--- src/rtl/pcs_pkg.sv ---
// shared types and constants for the clock synthesizer control block
// assumes a single 50 MHz reference clock domain
package pcs_pkg;
	localparam int unsigned REF_CLK_MHZ = 50;
	localparam int unsigned LOCK_TIME_US = 100;
	localparam int unsigned LOCK_CYCLES = LOCK_TIME_US * REF_CLK_MHZ;
	localparam int unsigned DLY_W = 3;
	localparam int unsigned DIV_W = 8;
	localparam int unsigned NUM_SEL = 8;
	localparam logic [DLY_W-1:0] STATIC_DLY_RESET = 3'h0;
	localparam logic [DIV_W-1:0] DIV_ONE = 8'h01;

	typedef enum logic [1:0] {
		FB_INTERNAL,
		FB_CLOCK_NET,
		FB_USER
	} pcs_fb_src_t;

	typedef struct packed {
		logic zero;
		logic lead;
		logic [DLY_W-1:0] value;
	} pcs_delay_t;

	typedef struct packed {
		logic [DIV_W-1:0] in_div;
		logic [DIV_W-1:0] fb_div;
		logic [DIV_W-1:0] post_div;
		logic [DIV_W-1:0] sec_div;
	} pcs_div_t;
endpackage

--- src/rtl/pcs_pll_ctrl.sv ---
// digital control of the clock synthesizer plus the clock selector array
// assumes fabric clocks arrive asynchronous and are sampled at 50 MHz
`timescale 1ns/1ns
`default_nettype none
module pcs_pll_ctrl
	import pcs_pkg::*;
#(
	parameter int unsigned LOCK_CNT = LOCK_CYCLES,
	parameter int unsigned SEL_N = NUM_SEL
) (
	input wire logic i_ref_clk,
	input wire logic i_rst_n,
	input wire logic i_pll_rst,
	input wire logic i_reference_clock_in,
	input wire logic i_feedback_clock_in,
	input wire pcs_pkg::pcs_fb_src_t i_fb_src,
	input wire pcs_pkg::pcs_div_t i_div,
	input wire pcs_pkg::pcs_delay_t i_static_delay,
	input wire logic i_dyn_delay_enable,
	input wire logic i_dyn_delay_zero_in,
	input wire logic i_dyn_delay_direction_in,
	input wire logic [pcs_pkg::DLY_W-1:0] i_dyn_delay_value_in,
	input wire logic [SEL_N-1:0] i_sel_clk_a,
	input wire logic [SEL_N-1:0] i_sel_clk_b,
	input wire logic [SEL_N-1:0] i_sel,
	output logic o_lock,
	output logic o_primary_clock_out,
	output logic o_shifted_clock_out,
	output logic o_divided_clock_out,
	output logic o_dyn_delay_zero_out,
	output logic o_dyn_delay_direction_out,
	output logic [pcs_pkg::DLY_W-1:0] o_dyn_delay_value_out,
	output logic [SEL_N-1:0] o_sel_clk,
	output logic [SEL_N-1:0] o_sel_active
);
	import pcs_pkg::*;

	if (LOCK_CNT < 1 || SEL_N < 2 || SEL_N % 2 != 0) begin : g_bad_param
		$error("pcs_pll_ctrl: bad parameters");
	end

	localparam int unsigned CW = $clog2(LOCK_CNT + 1);
	localparam logic [CW-1:0] LOCK_LAST = CW'(LOCK_CNT);

	function automatic logic [DIV_W-1:0] div_safe(input logic [DIV_W-1:0] d);
		return (d == '0) ? DIV_ONE : d;
	endfunction

	logic rst_s1, rst_s2;
	always_ff @(posedge i_ref_clk or negedge i_rst_n) begin
		if (!i_rst_n) begin
			rst_s1 <= 1'b0;
			rst_s2 <= 1'b0;
		end else begin
			rst_s1 <= 1'b1;
			rst_s2 <= rst_s1;
		end
	end
	wire logic rst_n = rst_s2;

	// two flip-flops on every asynchronous input before logic reads it
	localparam int unsigned SW = 6 + DLY_W;
	logic [SW-1:0] sy1, sy2;
	always_ff @(posedge i_ref_clk or negedge rst_n) begin
		if (!rst_n) begin
			sy1 <= '0;
			sy2 <= '0;
		end else begin
			sy1 <= {i_pll_rst, i_reference_clock_in, i_feedback_clock_in,
				i_dyn_delay_enable, i_dyn_delay_zero_in,
				i_dyn_delay_direction_in, i_dyn_delay_value_in};
			sy2 <= sy1;
		end
	end
	logic s_prst, s_ref, s_fb, s_mode;
	pcs_delay_t s_pin;
	assign {s_prst, s_ref, s_fb, s_mode, s_pin} = sy2;

	// delay selection and status
	pcs_delay_t eff, next_eff;
	always_comb begin
		next_eff = s_mode ? s_pin : i_static_delay;
		if (next_eff.zero)
			next_eff.value = STATIC_DLY_RESET;
	end

	// reference edge detection, input divider and post divider
	logic ref_d, fb_d;
	logic [DIV_W-1:0] in_cnt, next_in_cnt;
	logic [DIV_W-1:0] post_cnt, next_post_cnt;
	logic [DIV_W-1:0] sec_cnt, next_sec_cnt;
	logic pri, next_pri, sec, next_sec, shf, next_shf;
	logic [DLY_W-1:0] ph_cnt, next_ph_cnt;
	logic [CW-1:0] lock_cnt, next_lock_cnt;
	logic fb_seen, next_fb_seen;
	wire logic ref_rise = s_ref & ~ref_d;
	wire logic fb_rise = s_fb & ~fb_d;
	logic pfd_tick, fb_ok;

	always_comb begin
		next_in_cnt = in_cnt;
		pfd_tick = 1'b0;
		if (ref_rise) begin
			if (in_cnt >= div_safe(i_div.in_div) - DIV_ONE) begin
				next_in_cnt = '0;
				pfd_tick = 1'b1;
			end else
				next_in_cnt = in_cnt + DIV_ONE;
		end
		// oscillator steps every reference clock cycle, post divider slows it
		next_post_cnt = post_cnt + DIV_ONE;
		next_pri = pri;
		if (post_cnt >= div_safe(i_div.post_div) - DIV_ONE) begin
			next_post_cnt = '0;
			next_pri = ~pri;
		end
		next_sec_cnt = sec_cnt;
		next_sec = sec;
		if (next_pri != pri) begin
			if (sec_cnt >= div_safe(i_div.sec_div) - DIV_ONE) begin
				next_sec_cnt = '0;
				next_sec = ~sec;
			end else
				next_sec_cnt = sec_cnt + DIV_ONE;
		end
		// shifted copy: lead pre-toggles, lag delays toggle
		next_ph_cnt = ph_cnt;
		next_shf = shf;
		if (eff.value == '0) begin
			// zero delay realigns at once instead of after a stale count
			next_ph_cnt = '0;
			next_shf = next_pri;
		end else if (next_pri != pri) begin
			next_ph_cnt = eff.value;
			if (eff.lead)
				next_shf = next_pri;
		end else if (ph_cnt != '0) begin
			next_ph_cnt = ph_cnt - 1'b1;
			if (ph_cnt == 3'h1)
				next_shf = eff.lead ? ~pri : pri;
		end
	end

	// feedback source: internal and clock net always count as present, user needs pin edges
	always_comb begin
		unique case (i_fb_src)
			FB_INTERNAL: fb_ok = 1'b1;
			FB_CLOCK_NET: fb_ok = 1'b1;
			FB_USER: fb_ok = fb_seen;
			default: fb_ok = 1'b0;
		endcase
	end

	// feedback evidence survives a missing feedback, else user mode deadlocks
	always_comb begin
		next_fb_seen = fb_seen | fb_rise;
		next_lock_cnt = lock_cnt;
		if (s_prst || next_eff != eff) begin
			next_lock_cnt = '0;
			next_fb_seen = fb_rise;
		end else if (!fb_ok)
			next_lock_cnt = '0;
		else if (pfd_tick && lock_cnt != LOCK_LAST)
			next_lock_cnt = lock_cnt + 1'b1;
	end

	always_ff @(posedge i_ref_clk or negedge rst_n) begin
		if (!rst_n) begin
			ref_d <= 1'b0;
			fb_d <= 1'b0;
			in_cnt <= '0;
			post_cnt <= '0;
			sec_cnt <= '0;
			pri <= 1'b0;
			sec <= 1'b0;
			shf <= 1'b0;
			ph_cnt <= '0;
			lock_cnt <= '0;
			fb_seen <= 1'b0;
			eff <= '0;
		end else begin
			ref_d <= s_ref;
			fb_d <= s_fb;
			in_cnt <= next_in_cnt;
			post_cnt <= next_post_cnt;
			sec_cnt <= next_sec_cnt;
			pri <= next_pri;
			sec <= next_sec;
			shf <= next_shf;
			ph_cnt <= next_ph_cnt;
			lock_cnt <= next_lock_cnt;
			fb_seen <= next_fb_seen;
			eff <= next_eff;
		end
	end

	assign o_lock = (lock_cnt == LOCK_LAST) && !s_prst;
	assign o_primary_clock_out = pri;
	assign o_shifted_clock_out = shf;
	assign o_divided_clock_out = sec;
	assign o_dyn_delay_zero_out = eff.zero;
	assign o_dyn_delay_direction_out = eff.lead;
	assign o_dyn_delay_value_out = eff.value;

	// eight independent selectors, the index pairs them by side
	genvar g;
	generate
		for (g = 0; g < SEL_N; g++) begin : g_sel
			logic [1:0] a_s, b_s, l_s;
			always_ff @(posedge i_ref_clk or negedge rst_n) begin
				if (!rst_n) begin
					a_s <= '0;
					b_s <= '0;
					l_s <= '0;
				end else begin
					a_s <= {a_s[0], i_sel_clk_a[g]};
					b_s <= {b_s[0], i_sel_clk_b[g]};
					l_s <= {l_s[0], i_sel[g]};
				end
			end
			pcs_clk_sel u_sel (
				.i_ref_clk(i_ref_clk),
				.i_rst_n(rst_n),
				.i_clk_a(a_s[1]),
				.i_clk_b(b_s[1]),
				.i_sel(l_s[1]),
				.o_clk(o_sel_clk[g]),
				.o_sel_active(o_sel_active[g])
			);
		end
	endgenerate
endmodule
`default_nettype wire

--- src/rtl/pcs_clk_sel.sv ---
// glitchless selector between two clocks, modelled as enable qualified
// outputs in the reference clock domain; inputs are strobes from that domain
`timescale 1ns/1ns
`default_nettype none
module pcs_clk_sel (
	input wire logic i_ref_clk,
	input wire logic i_rst_n,
	input wire logic i_clk_a,
	input wire logic i_clk_b,
	input wire logic i_sel,
	output logic o_clk,
	output logic o_sel_active
);
	logic en_a;
	logic en_b;
	logic next_en_a;
	logic next_en_b;

	// break before make: the new source is enabled only once the old one
	// is off, and enables change only while both sources are low
	always_comb begin
		next_en_a = en_a;
		next_en_b = en_b;
		if (!i_clk_a && !i_clk_b) begin
			next_en_a = !i_sel && !en_b;
			next_en_b = i_sel && !en_a;
		end
	end

	always_ff @(posedge i_ref_clk or negedge i_rst_n) begin
		if (!i_rst_n) begin
			en_a <= 1'b0;
			en_b <= 1'b0;
		end else begin
			en_a <= next_en_a;
			en_b <= next_en_b;
		end
	end

	assign o_clk = (en_a & i_clk_a) | (en_b & i_clk_b);
	assign o_sel_active = en_b;
endmodule
`default_nettype wire

--- config.mk ---
export PLATFORM = sky130hd
export DESIGN_NAME = pcs_pll_ctrl
export DESIGN_NICKNAME = d
export VERILOG_FILES = /design/src/rtl/pcs_pkg.sv /design/src/rtl/pcs_pll_ctrl.sv /design/src/rtl/pcs_clk_sel.sv
export SDC_FILE = /design/constraint.sdc
export NUM_CORES = 1
export LEC_CHECK = 0
export BUFFER_PORTS_ARGS = -buffer_cell sky130_fd_sc_hd__buf_4
export CORE_MARGIN = 2
export CORE_UTILIZATION = 55
export CTS_BUF_LIST = sky130_fd_sc_hd__clkbuf_4 sky130_fd_sc_hd__clkbuf_8
export DETAILED_ROUTE_END_ITERATION = 8
export PLACE_DENSITY_LB_ADDON = 0.2
export SLEW_MARGIN = 30
export SYNTH_ARGS = -nofsm -noshare
export SYNTH_HDL_FRONTEND = slang
export SYNTH_SLANG_ARGS = --single-unit
--- constraint.sdc ---
create_clock -name i_ref_clk -period 6.75 [get_ports i_ref_clk]
set_input_delay 0.675 -clock i_ref_clk [delete_from_list [all_inputs] [get_ports i_ref_clk]]
set_output_delay 0.675 -clock i_ref_clk [all_outputs]
set_load 0.01 [all_outputs]
Word level (Yosys, flattened, before mapping) --
Cells that the tools add are included.
Word-level totals: flip-flop bits (word level) 135, input port bits 74, output and inout port bits 25
Operators by class: eq/ne operators 9, reduce and logical (&&, ||, !) cells 79, bitwise gates (word level) 31, add/subtract/negate cells 8, order comparisons 3, mux-type cells 25
Operators by type and width (number):
- two-way mux 8 bit | 6
- logical NOT 1 bit | 41
- two-way mux 13 bit | 3
- logical AND 1 bit | 26
- adder 8 x 1 -> 8 bit, second input constant | 3
- >= comparator 8 bit | 3
- logical NOT 8 bit | 3
- subtractor 8 x 1 -> 8 bit, second input constant | 3
- AND 1 bit | 18
- adder 13 x 1 -> 13 bit, second input constant | 1
- == test 13 bit, second input constant | 1
- != test 13 bit, second input constant | 1
- two-way mux 3 bit | 4
- two-way mux 1 bit | 10
- bitwise OR 1 bit | 9
- nonzero test 3 bit | 3
- two-way mux 5 bit | 1
- != test 5 bit | 1
- inverter 1 bit | 4
- == test 3 x 1 -> 1 bit, second input constant | 1
- logical NOT 3 bit | 1
- != test 3 x 1 -> 1 bit, second input constant | 1
- != test 3 x 2 -> 1 bit, second input constant | 1
- AND reduction 3 bit | 1
- other kinds (9) | 9

Depth between registers and ports, before layout --
Gate-level depths: netlist of the first run.
word-level depth 10, mapped depth 15

By module --
From an unflattened synthesis of the first run, not the netlist that was laid out.
Second synthesis, totals: cells, all modules 509, area total of the unflattened synthesis 6005.8 sq um
Modules (own cells, without submodules):
- pcs_pll_ctrl | area an instance 5165.0 sq um, cells each 445, instances 1, seq. area each 2977.9 sq um
- pcs_clk_sel | area an instance 105.1 sq um, cells each 8, instances 8, seq. area each 50.0 sq um

Least setup slack after synthesis of the first run --
No wires, ideal clock.
kind input -> register, from input port i_div[6] in the netlist's numbering, to register sec_cnt[3], buffers on the path 0, arrival 3.383 ns, setup slack 3.246 ns, data required time 6.629 ns, setup time 0.121 ns, stages on the path 13, cells stage by stage or4_1 -> or3_1 -> nor2_1 -> nor2_1 -> ha_1 -> nand2b_1 -> nor4_1 -> xnor2_1 -> ha_1 -> o2111ai_1 -> o31ai_2 -> o21ai_0 -> a22o_1
On the way: cells in the longest elaborated chain, start to end 5
RTL lines:
- start, declared | line pcs_pll_ctrl.sv:17 | input wire pcs_pkg::pcs_div_t i_div,
- logical NOT 8 bit | line pcs_pll_ctrl.sv:46 | return (d == '0) ? DIV_ONE : d;
- two-way mux 8 bit (*) | line pcs_pll_ctrl.sv:46
- subtractor 8 x 1 -> 8 bit (*) | line pcs_pll_ctrl.sv:120 | if (sec_cnt >= div_safe(i_div.sec_div) - DIV_ONE) begin
- >= comparator 8 bit (*) | line pcs_pll_ctrl.sv:120
- two-way mux 8 bit (*) | line pcs_pll_ctrl.sv:120
- end signal, assigned | line pcs_pll_ctrl.sv:186 | sec_cnt <= next_sec_cnt;
- end, declared | line pcs_pll_ctrl.sv:91 | logic [DIV_W-1:0] sec_cnt, next_sec_cnt;
Mark *: on every way between the ends. The rest lies on a longest branch, timed or not. A chain may end at the register's enable or synchronous reset.

Worst setup path in the final report of the first run --
from input port i_div[26] in the netlist's numbering, to register lock_cnt[9]
On the way: cells in the longest elaborated chain, start to end 8
RTL lines:
- logical NOT 8 bit | line pcs_pll_ctrl.sv:46
- two-way mux 8 bit (*) | line pcs_pll_ctrl.sv:46
- subtractor 8 x 1 -> 8 bit (*) | line pcs_pll_ctrl.sv:104 | if (in_cnt >= div_safe(i_div.in_div) - DIV_ONE) begin
- >= comparator 8 bit (*) | line pcs_pll_ctrl.sv:104
- two-way mux 1 bit (*) | line pcs_pll_ctrl.sv:104
- two-way mux 1 bit (*) | line pcs_pll_ctrl.sv:103 | if (ref_rise) begin
- logical AND 1 bit (*) | line pcs_pll_ctrl.sv:163 | else if (pfd_tick && lock_cnt != LOCK_LAST)
- != test 3 x 1 -> 1 bit (no source line) (*)
- end signal, assigned | line pcs_pll_ctrl.sv:191 | lock_cnt <= next_lock_cnt;
- end, declared | line pcs_pll_ctrl.sv:94 | logic [CW-1:0] lock_cnt, next_lock_cnt;
Marked as above.

==> impl_results.md, run 1 <==
- Vias in the first global route: around 4300
- Worst path cell trace: buf_4 > or4_1 > or3_1 > nor2_2 > nor2_1 > ha_1 > inv_1 > nor2_1 > xnor2_1 > ha_1 > nand4_1 > nor3_4 > o21ai_1 > or3_1 > a21oi_1
- Maximum Capacitance Violations: 0
- Cells after Synth: around 520
- Share of cells above drive strength 1: 22.6%
- Commonest non-fill, non-tap cell in the layout: dfrtp_1
- Max rail drop VDD: between 0.1 and 0.15 mV
- Syn nets: between 600 and 700
- Synth warn: 0
- I/O pin count: roughly 100
- Routability-driven placement congestion ratio: 0.793
- Grt total ovfl: 0
- Pre-CTS setup slack: around 2.4 ns
- Hold wc startpoint: i_sel_clk_b[0]
- DRC viols: 0
- Number of core rows: 38
- Synth Flop Type: dfrtp_1
- Die span in y: ~110 um
- Post-synth ARST share: 100%
- Seq/Total Area, Yosys: around 56%
- Iter 0 DRT Violations: a little under 200
- Max-slew headroom: approximately half
- Chip Width: approximately 110 um
- Port bufs: 90
- Final period util: 53.7%
- Setup WS post-layout: ~3.1 ns
- Number of fill cells in the layout: between 800 and 900
- PwrDens: ~300 mW/mm^2
- Status: finished clean
- DRT antenna net count: 0
- Antenna Cells: 0
- CP Capture Type: flop
- GRT Total Usage: between 20% and 30%
- Kind of critical path: in2reg
- CP required: between 7 and 8 ns
- Skew final: 0.0118 ns
- CTS Sinks: roughly 140
- CP Buf/Inv Count: 2
- CP top delay family: simple AND/OR/NAND/NOR gates
- Syn Area/Cell: 11.7 um^2
- WP data arrival: approximately 4 ns
- Post-synth EDFFs: 0
- WHS: roughly 0.35 ns
- Num CTS Buffers: 17
- Wire length per cell: around 15 um
- FF-to-FF Start: in_cnt[0]
- Worst-path clk slew: roughly 0.09 ns
- Top cells by area, synth: dfrtp_1, ha_1, xor2_1
- Fmax: 0.276 GHz
- Yosys top cell area share: 55.6%
- TNS Setup: 0 ns
- Slew @ Worst Pin: 0.778 ns
- CTS max path bufs: 2
- Via density per instance: roughly 5.4
- DR pass1 iterations: 4
- Dominant cell type by area after synthesis: dfrtp_1
- Leakage power: approximately 3.4 nW
- Skew-Pair Late Insertion Delay: about 0.43 ns
- #FFs+latches synth: between 100 and 150
- Max Slew Vio Count: 0
- Startpoint Class: primary input
- Worst-path maximum fanout: 14
- RSZ-0062 raised after global routing: no
- Initial antenna violation count: 0
- Final WL: 11100 um
- HPWL after DPL: 8110 um
- Vias: approximately 4100
- Area Growth Syn to Fin: 18.4%
- Worst min path class: in2reg
- Fin crit period: between 3 and 4 ns
- Most frequent cells in the layout: dfrtp_1, buf_4, nor2_1, ha_1, o21ai_0
- Core Area: approximately 0.011 mm^2
- CTS tree: done
- FF+latch area: ~0.0034 mm^2
- CTS H-tree lvls: 4
- Root Driver: clkbuf_8
- Power Total: 0.00216 W
- # setup viols final: 0
- Worst path slowest cell: or4_1
- Origin of the worst setup path: i_div[26]
- Largest net degree at the start of global routing: 74
- Mapped cell area: 0.00607 mm^2
- Final Hold Viols: 0
- Largest incremental delay on the critical path: roughly 0.55 ns
- Die Area: 0.0119 mm^2
- First-pass GRT wire length: roughly 19000 um
- Area occupied by multi-input gates: 0.00244 mm^2
- Fin nets: 719
- Initial Util: 56.2%
- Post-synth cell types: 52
## routing by layer
metal	wire length [um]	share of wire, %	global-route usage (%)
met3	400	3.6	4.24
met2	5620	51	35.4
met4	176	1.6	8.06
met1	4900	44	25.2
met5	0	0	0
## worst register-to-register path: stages, from the launching register on
cell	delay [ns]
dfrtp_1	0.42
inv_1	0.06
ha_1	0.28
nand2b_4	0.15
a2111oi_4	0.39
nor3_4	0.15
nor2_2	0.20
nand2_1	0.13
o41ai_1	0.29
## what timing repair did
action,in CTS,in global routing
endpoints found under the hold margin,2,0
setup buffers,0,0
gates resized for setup,0,0
hold buffers,1,0
## Yosys cell counts, types with 6 or more instances
| cell | n |
|---|---|
| buf_4 | 16 |
| o211ai_1 | 7 |
| a22o_1 | 13 |
| o21ai_0 | 34 |
| xnor2_1 | 16 |
| nand2_1 | 23 |
| inv_1 | 24 |
| nor3_1 | 10 |
| dfrtp_1 | 135 |
| nand2b_1 | 6 |
| a21oi_1 | 8 |
| nand3_1 | 13 |
| nor2_1 | 46 |
| xor2_1 | 26 |
| mux2i_1 | 6 |
| o41ai_1 | 19 |
| and3_1 | 11 |
| ha_1 | 35 |
| o2111ai_1 | 6 |
## logic make-up (layout without fill, tap and decap cells)
| kind of cell | Yosys count | after routing | synth area share, % |
|---|---|---|---|
| xor+xnor | 42 | 42 | 6.06 |
| flops | 135 | 135 | 55.6 |
| buf+inv | 47 | 149 | 4.29 |
| fa+ha+maj | 35 | 35 | 7.21 |
| mux | 9 | 9 | 1.67 |
| other cells | 1 | 1 | 0.0618 |
| simple gates | 143 | 143 | 12.2 |
| compound gates | 109 | 109 | 12.9 |
## power by group
group          leakage, nW  total (W)  switching, W  internal, W
clock                0.201   0.000657      0.000340     0.000317
sequential            1.66    0.00102      0.000109     0.000910
combinational         1.50   0.000486      0.000241     0.000245
total                 3.37    0.00216      0.000690      0.00147
## through the flow
step / cell area (um^2) / util [%] / cells
3_5_place_dp: 6770 / 62.7 / 730
2_1_floorplan: 6070 / - / 521
6_report: 7190 / 66.6 / 763
5_1_grt: 7190 / 66.6 / 763
4_1_cts: 7180 / 66.5 / 763
3_3_place_gp: 6770 / 62.7 / 730
## flip-flops by register name, indices dropped and copies added (netlist names), 3 cells and up
name,flops
sec_cnt,8
sy2,9
sy1,9
in_cnt,8
g_sel.a_s,16
o_dyn_delay_value_out,3
post_cnt,8
g_sel.l_s,16
g_sel.b_s,16
ph_cnt,3
g_sel.u_sel.o_sel_active,8
lock_cnt,13
g_sel.u_sel.en_a,8
## worst paths after layout
path	end	slack, ns	cells past startpoint
min reg2reg	g_sel[7].b_s[1]	0.35	0
min in group asynchronous	g_sel[4].a_s[1]	0.41	0
min	g_sel[0].b_s[0]	0.35	1
max in group asynchronous	post_cnt[2]	5.24	1
max reg2reg	in_cnt[6]	4.56	8
max	lock_cnt[9]	3.13	15
## cell type report
| type | instances | area share, % |
|---|---|---|
| Sequential cell | 135 | 47.1 |
| Tap cell | 140 | 2.44 |
| Clock inverter | 14 | 2.09 |
| Timing Repair Buffer | 93 | 9.80 |
| Clock buffer | 18 | 3.45 |
| Multi-Input combinational cell | 339 | 33.9 |
| Inverter | 24 | 1.25 |
Note: power is estimated with default switching activity, not from simulation.
==> run 2, diff against run 1 <==
- CORE_UTILIZATION: 55 -> 53
- clock period: 6.75 -> 3 ns (I/O delays scaled with it)
==> run 2 against run 1 <==
Count of clock-buffer cells in the layout is 2 higher; wire length grew 11%; largest power group unchanged; clock power is 110% higher.
==> impl_results.md, run 2 (same netlist as run 1, synthesis figures left out) <==
- WP data arrival: 3.25 ns (was 3.97 ns)
- # setup viols final: 0 (unchanged)
- Largest incremental delay on the critical path: 0.54 ns (was 0.55 ns)
- Initial antenna violation count: 0 (unchanged)
- Die Area: 0.0123 mm^2 (was 0.0119 mm^2)
- DR pass1 iterations: 4 (unchanged)
- First-pass GRT wire length: 20700 um (was 18800 um)
- Area after DPL: 0.00702 mm^2 (was 0.00677 mm^2)
- Area Growth Syn to Fin: 29.4% (was 18.4%)
- Final WL: 12300 um (was 11100 um)
- CTS max path bufs: 2 (unchanged)
- Grt total ovfl: 0 (unchanged)
- Number of core rows: 39 (was 38)
- Maximum Capacitance Violations: 0 (unchanged)
- HPWL after DPL: 8350 um (was 8110 um)
- GRT Total Usage: 20.9% (was 20.5%)
- Vias: 4476 (was 4130)
- CP Capture Type: flop (unchanged)
- Slew @ Worst Pin: 0.774 ns (was 0.778 ns)
- Largest net degree at the start of global routing: 63 (was 74)
- Finished Core Util: 69.4% (was 66.6%)
- FF-to-FF Start: in_cnt[0] (unchanged)
- Worst min path class: in2reg (unchanged)
- PwrDens: 626 mW/mm^2 (was 301 mW/mm^2)
- DRT antenna net count: 0 (unchanged)
- Setup WS post-layout: 0.0827 ns (was 3.13 ns)
- CP required: 3.33 ns (was 7.10 ns)
- CP Buf/Inv Count: 3 (was 2)
- WHS Path Cells: 2 (was 1)
- Wire length per cell: 14.8 um (was 14.5 um)
- Skew final: 0.00837 ns (was 0.0118 ns)
- Most frequent cells in the layout: dfrtp_1, buf_4, nor2_1, o21ai_0, dlygate4sd3_1 (was dfrtp_1, buf_4, nor2_1, ha_1, o21ai_0)
- Hold wc startpoint: i_static_delay[3] (was i_sel_clk_b[0])
- Share of cells above drive strength 1: 26.6% (was 22.6%)
- Hold endpoint: o_dyn_delay_direction_out (was g_sel[0].b_s[0])
- Iter 0 DRT Violations: 251 (was 196)
- Leakage power: 3.68 nW (was 3.37 nW)
- Commonest non-fill, non-tap cell in the layout: dfrtp_1 (unchanged)
- DRC viols: 0 (unchanged)
- Worst path cell trace: buf_4 > or4_4 > or3_4 > nor2_4 > nor2_2 > ha_4 > xnor2_1 > ha_1 > o21a_1 > nor2_1 > nor3_4 > buf_12 > buf_4 > nor2_4 > nand2_1 > o41ai_1 (was buf_4 > or4_1 > or3_1 > nor2_2 > nor2_1 > ha_1 > inv_1 > nor2_1 > xnor2_1 > ha_1 > nand4_1 > nor3_4 > o21ai_1 > or3_1 > a21oi_1)
- Number of cells on the critical path: 16 (was 15)
- Antenna Cells: 0 (unchanged)
- Die span in y: 111 um (was 109 um)
- R2r endpoint: in_cnt[6] (unchanged)
- CTS H-tree lvls: 4 (unchanged)
- R2r worst-path depth: 10 (was 8)
- Biggest regs: g_sel.a_s: 16 flops, g_sel.b_s: 16 flops, g_sel.l_s: 16 flops (unchanged)
- CP top delay family: simple AND/OR/NAND/NOR gates (unchanged)
- Chip Width: 111 um (was 109 um)
- Core Area: 0.0113 mm^2 (was 0.0108 mm^2)
- R2R setup slack: 0.77 ns (was 4.56 ns)
- Fin nets: 788 (was 719)
- Initial Util: 53.6% (was 56.2%)
- Final Hold Viols: 0 (unchanged)
- Status: finished clean (unchanged)
- Pre-CTS setup slack: -0.411 ns (was 2.43 ns)
- Max Slew Vio Count: 0 (unchanged)
- Kind of critical path: in2reg (unchanged)
- Skew-Pair Late Insertion Delay: 0.44 ns (was 0.43 ns)
- Port bufs: 90 (unchanged)
- CTS tree: done (unchanged)
- Fmax: 0.343 GHz
- Final period util: between 90% and 100%
- Fin crit period: about 2.9 ns
- Startpoint Class: primary input (unchanged)
- CTS Sinks: 135 (unchanged)
- Power Total: 0.00492 W (was 0.00216 W)
- Root Driver: clkbuf_8 (unchanged)
- Via density per instance: 5.36 (was 5.41)
- Worst-path clk slew: 0.08 ns (was 0.09 ns)
- Max rail drop VDD: 0.477 mV (was 0.140 mV)
- Routability-driven placement congestion ratio: 0.900 (was 0.793)
- Max-slew headroom: 48.4% (was 48.1%)
- I/O pin count: 99 (unchanged)
- Worst-path maximum fanout: 5 (was 14)
- Num CTS Buffers: 17 (unchanged)
- TNS Setup: 0 ns (unchanged)
- RSZ-0062 raised after global routing: no (unchanged)
- Worst path slowest cell: or4_4 (was or4_1)
- Vias in the first global route: 4480 (was 4250)
- Fin area: 0.00785 mm^2 (was 0.00719 mm^2)
## run 2: area by class of cell
cell class / count / area, um^2
Fill cell: 852 / 3470
Sequential cell: 135 / 3380
Multi-Input combinational cell: 339 / 2500
Timing Repair Buffer: 162 / 1340
Clock buffer: 20 / 263
Tap cell: 143 / 179
Clock inverter: 12 / 104
Inverter: 24 / 90.1
## run 2: per-layer routing
layer / track usage, % / share of wire [%] / vias to the layer above
li1: - / - / 2173
met1: 26.6 / 43 / 2192
met2: 34.6 / 51 / 97
met3: 5.36 / 3.9 / 14
met4: 7.90 / 1.6 / 0
met5: 0 / 0 / -
## run 2: timing repair
item | 4_1_cts | 5_1_grt
endpoints found under the hold margin | 35 | 0
resized for setup | 0 | 10
setup endpoints to repair | 0 | 23
setup buffers | 0 | 4
hold buffers | 34 | 0
## run 2: through the flow
stage	hold WS [ns]	std cells
2_1_floorplan	0.00441	521
4_1_cts	0.0968	830
6_report	0.129	835
3_5_place_dp	0.0862	764
3_3_place_gp	0.0846	764
5_1_grt	0.103	835
## run 2: how the worst max path moves through the flow
stage                          from           to  slack, ns
after floorplan           i_div[26]  lock_cnt[9]      0.007
after global placement    i_div[26]  lock_cnt[6]      -0.31
after detailed placement  i_div[26]    in_cnt[6]      -0.41
after CTS                 i_div[26]  lock_cnt[9]       0.05
after global routing       i_div[6]   sec_cnt[2]     0.0008
final                     i_div[26]    in_cnt[6]       0.08
## run 2: worst register-to-register path, cell delays in order (launching register included)
cell	delay [ns]
dfrtp_1	0.43
inv_1	0.07
ha_1	0.28
nand2b_4	0.14
a2111oi_4	0.34
nor3_4	0.09
buf_12	0.14
buf_4	0.14
nor2_4	0.13
nand2_1	0.11
o41ai_1	0.25
## run 2: report_power, final
part	leakage [nW]	internal, W	switching [W]
Sequential	1.66	0.00205	0.000257
Clock	0.186	0.000690	0.000680
Combinational	1.83	0.000654	0.000586
==> run 3, diff against run 2 <==
- ABC_AREA: default -> 1
==> run 3 against run 2 <==
Design area fell by 0.18%; sequential cell count did not move; global-route usage fell by 0.51 points; critical path depth rose by 2; clock power rose by 7%; highest routed layer unchanged; die area rose by 4.5%.
==> impl_results.md, run 3 <==
- Initial Util: 54.9% (was 53.6%)
- Fin nets: 934 (was 788)
- # setup viols final: 0 (unchanged)
- Yosys top cell area share: 53.2% (was 55.6%)
- Via density per instance: 4.93 (was 5.36)
- TNS Setup: 0 ns (unchanged)
- Slew @ Worst Pin: 0.838 ns (was 0.774 ns)
- Hold wc startpoint: i_static_delay[3] (unchanged)
- Startpoint Class: primary input (unchanged)
- Final Hold Viols: 0 (unchanged)
- Share of cells above drive strength 1: 16.9% (was 26.6%)
- Busiest grt layer: met2 (unchanged)
- RSZ-0062 raised after global routing: no (unchanged)
- Cells after Synth: 698 (was 521)
- PwrDens: 640 mW/mm^2 (was 626 mW/mm^2)
- Status: finished clean (unchanged)
- CP Capture Type: flop (unchanged)
- I/O pin count: 99 (unchanged)
- Initial antenna violation count: 0 (unchanged)
- Post-synth cell types: 34 (was 52)
- Setup WS post-layout: 0.345 ns (was 0.0827 ns)
- R2R setup slack: 0.78 ns (was 0.77 ns)
- Final period util: 88.5% (was 97.2%)
- Chip Width: 114 um (was 111 um)
- First-pass GRT wire length: 20800 um (was 20700 um)
- #FFs+latches synth: 135 (unchanged)
- Kind of critical path: in2reg (unchanged)
- Worst-path maximum fanout: 12 (was 5)
- Syn nets: 807 (was 630)
- Post-synth ARST share: 100% (unchanged)
- Mapped cell area: 0.00635 mm^2 (was 0.00607 mm^2)
- Met1 Use GR: 24.6% (was 26.6%)
- Cell with the most instances after synthesis: nand2_1 (was dfrtp_1)
- Die Area: 0.0129 mm^2 (was 0.0123 mm^2)
- Max rail drop VDD: 0.572 mV (was 0.477 mV)
- Top cells by area, synth: dfrtp_1, nand2_1, ha_1 (was dfrtp_1, ha_1, xor2_1)
- Maximum Capacitance Violations: 0 (unchanged)
- Number of core rows: 39 (unchanged)
- CP required: 3.36 ns (was 3.33 ns)
- Routability-driven placement congestion ratio: 0.825 (was 0.900)
- GRT Total Usage: 20.4% (was 20.9%)
- Antenna Cells: 0 (unchanged)
- Hold endpoint: o_dyn_delay_direction_out (unchanged)
- Commonest non-fill, non-tap cell in the layout: nand2_1 (was dfrtp_1)
- Max Slew Vio Count: 0 (unchanged)
- Biggest regs: g_sel.a_s: 16 flops, g_sel.b_s: 16 flops, g_sel.l_s: 16 flops (unchanged)
- Leakage power: 4.04 nW (was 3.68 nW)
- Global Route met2 Usage: 34.9% (was 34.6%)
- Iter 0 DRT Violations: 266 (was 251)
- Post-synth EDFFs: 0 (unchanged)
- Post-synthesis mux area share: 0% (was 1.67%)
- CTS H-tree lvls: 4 (unchanged)
- Num CTS Buffers: 17 (unchanged)
- Met3 usage: 6.00% (was 5.36%)
- Worst min path class: in2reg (unchanged)
- Vias in the first global route: 4793 (was 4480)
- Final WL: 12200 um (was 12300 um)
- Dominant cell type by area after synthesis: dfrtp_1 (unchanged)
- R2r endpoint: lock_cnt[5] (was in_cnt[6])
- Root Driver: clkbuf_8 (unchanged)
- DR pass1 iterations: 5 (was 4)
- Die span in y: 114 um (was 111 um)
- Skew final: 0.0153 ns (was 0.00837 ns)
- Wire length per cell: 12.4 um (was 14.8 um)
- HPWL after DPL: 8840 um (was 8350 um)
- Grt total ovfl: 0 (unchanged)
- Area after DPL: 0.00710 mm^2 (was 0.00702 mm^2)
- Max-slew headroom: 43.9% (was 48.4%)
- Post-synth top cells: nand2_1, dfrtp_1, inv_1, nor2_1, nand3_1 (was dfrtp_1, nor2_1, ha_1, o21ai_0, xor2_1)
- Largest net degree at the start of global routing: 69 (was 63)
- WHS Path Cells: 3 (was 2)
- Post-synthesis xor/xnor area fraction: 4.27% (was 6.06%)
- Seq/Total Area, Yosys: 53.2% (was 55.6%)
- Skew-Pair Late Insertion Delay: 0.43 ns (was 0.44 ns)
- Synth Flop Type: dfrtp_1 (unchanged)
- Vias: 4837 (was 4476)
- Fin crit period: 2.66 ns (was 2.92 ns)
- R2r worst-path depth: 11 (was 10)
- WP data arrival: 3.02 ns (was 3.25 ns)
- Number of fill cells in the layout: 917 (was 852)
- Area Growth Syn to Fin: 23.4% (was 29.4%)
- Fmax: 0.377 GHz (was 0.343 GHz)
- DRT antenna net count: 0 (unchanged)
- Most frequent cells in the layout: nand2_1, dfrtp_1, buf_4, inv_1, nor2_1 (was dfrtp_1, buf_4, nor2_1, o21ai_0, dlygate4sd3_1)
- Port bufs: 90 (unchanged)
- Syn Area/Cell: 9.10 um^2 (was 11.7 um^2)
- Combinational family with the most area after synthesis: simple AND/OR/NAND/NOR gates (was compound AO/OA/AOI/OAI gates)
- Worst-path clk slew: 0.07 ns (was 0.08 ns)
- DRC viols: 0 (unchanged)
- Origin of the worst setup path: i_div[27] (was i_div[26])
- Synth warn: 0 (unchanged)
- CTS tree: done (unchanged)
- Fin area: 0.00784 mm^2 (was 0.00785 mm^2)
- Pre-CTS setup slack: -0.0704 ns (was -0.411 ns)
- CTS max path bufs: 2 (unchanged)
- FF-to-FF Start: in_cnt[1] (was in_cnt[0])
- CTS Sinks: 135 (unchanged)
- Compound-Gate Fraction of Synth Area: 6.28% (was 12.9%)
- Post-cts gate resize count: 0 (unchanged)
- Core Area: 0.0116 mm^2 (was 0.0113 mm^2)
- Synth Area in Simple Gates: 21.1% (was 12.2%)
- Area share of fa/ha/maj cells after synthesis: 6.89% (was 7.21%)
- WHS: 0.153 ns (was 0.129 ns)
[run 3: cell types whose count changed after synthesis, sizes merged, moves of 6 or more]
cell | before | now
xnor2 | 16 | 8
and3 | 11 | 1
a21oi | 8 | 15
nand2 | 23 | 149
o2111ai | 6 | 0
o211ai | 7 | 0
mux2i | 6 | 0
nor2 | 50 | 72
o41ai | 19 | 0
nand2b | 7 | 0
nand3 | 14 | 58
nand4 | 3 | 9
inv | 24 | 93
[run 3: critical path, cell delays in order]
cell	delay, ns
buf_4	0.12
inv_1	0.07
nand2_1	0.07
nor2_1	0.16
a31oi_1	0.15
ha_1	0.26
nand3_1	0.11
xor2_1	0.14
inv_1	0.05
ha_1	0.26
nand2_1	0.04
nor2_1	0.10
nand2_1	0.08
nand2_1	0.08
nand2_1	0.07
nor2_1	0.65
nand3_1	0.18
nand2_1	0.13
[run 3: metrics by stage]
stage	total power [W]	instances	util (%)
floorplan	0.00316	698	-
global placement	0.00346	915	61.4
detailed placement	0.00355	915	61.4
CTS	0.00507	981	67.8
global route	0.00537	981	67.8
finish	0.00502	981	67.8
[run 3: kinds of logic (layout without fill, tap and decap cells)]
kind of cell | Yosys count | in the layout
adder cells (fa/ha/maj) | 35 | 35
flip-flops | 135 | 135
buffers and inverters | 116 | 256
XOR/XNOR | 31 | 31
other | 1 | 1
AND/OR/NAND/NOR | 310 | 310
AO/OA/AOI/OAI | 70 | 70
[run 3: power by group]
group          internal, W  leakage [nW]  switching [W]  total, W
Sequential         0.00207          1.66       0.000232   0.00230
Clock             0.000788         0.189       0.000674   0.00146
Combinational     0.000569          2.20       0.000682   0.00125
[run 3: layout make-up]
cell class                 instances  area (um^2)  share of cell area (%)
inverter                          93          352                    4.48
clock buffer                      21          270                    3.45
clock inverter                    11          125                    1.60
sequential                       135         3380                    43.1
timing repair buffer             131         1080                    13.8
tap                              143          179                    2.28
multi-input combinational        447         2450                    31.3
[run 3: how the worst max path moves through the flow]
stage	end	cells past startpoint	slack (ns)
floorplan	sec_cnt[0]	16	0.39
global placement	lock_cnt[8]	18	0.07
detailed placement	lock_cnt[5]	18	-0.07
CTS	lock_cnt[5]	18	0.40
global route	lock_cnt[8]	18	0.07
finish	lock_cnt[5]	18	0.34
[run 3: what timing repair did]
action                                 4_1_cts  5_1_grt
hold buffers                                34        0
endpoints found under the hold margin       35        0
buffers inserted                             0        0
[run 3: per-layer routing]
| layer | routed length (um) | vias up |
|---|---|---|
| met1 | 5380 | 2263 |
| li1 | - | 2460 |
| met2 | 6160 | 103 |
| met5 | 0 | - |
| met4 | 159 | 0 |
| met3 | 502 | 11 |
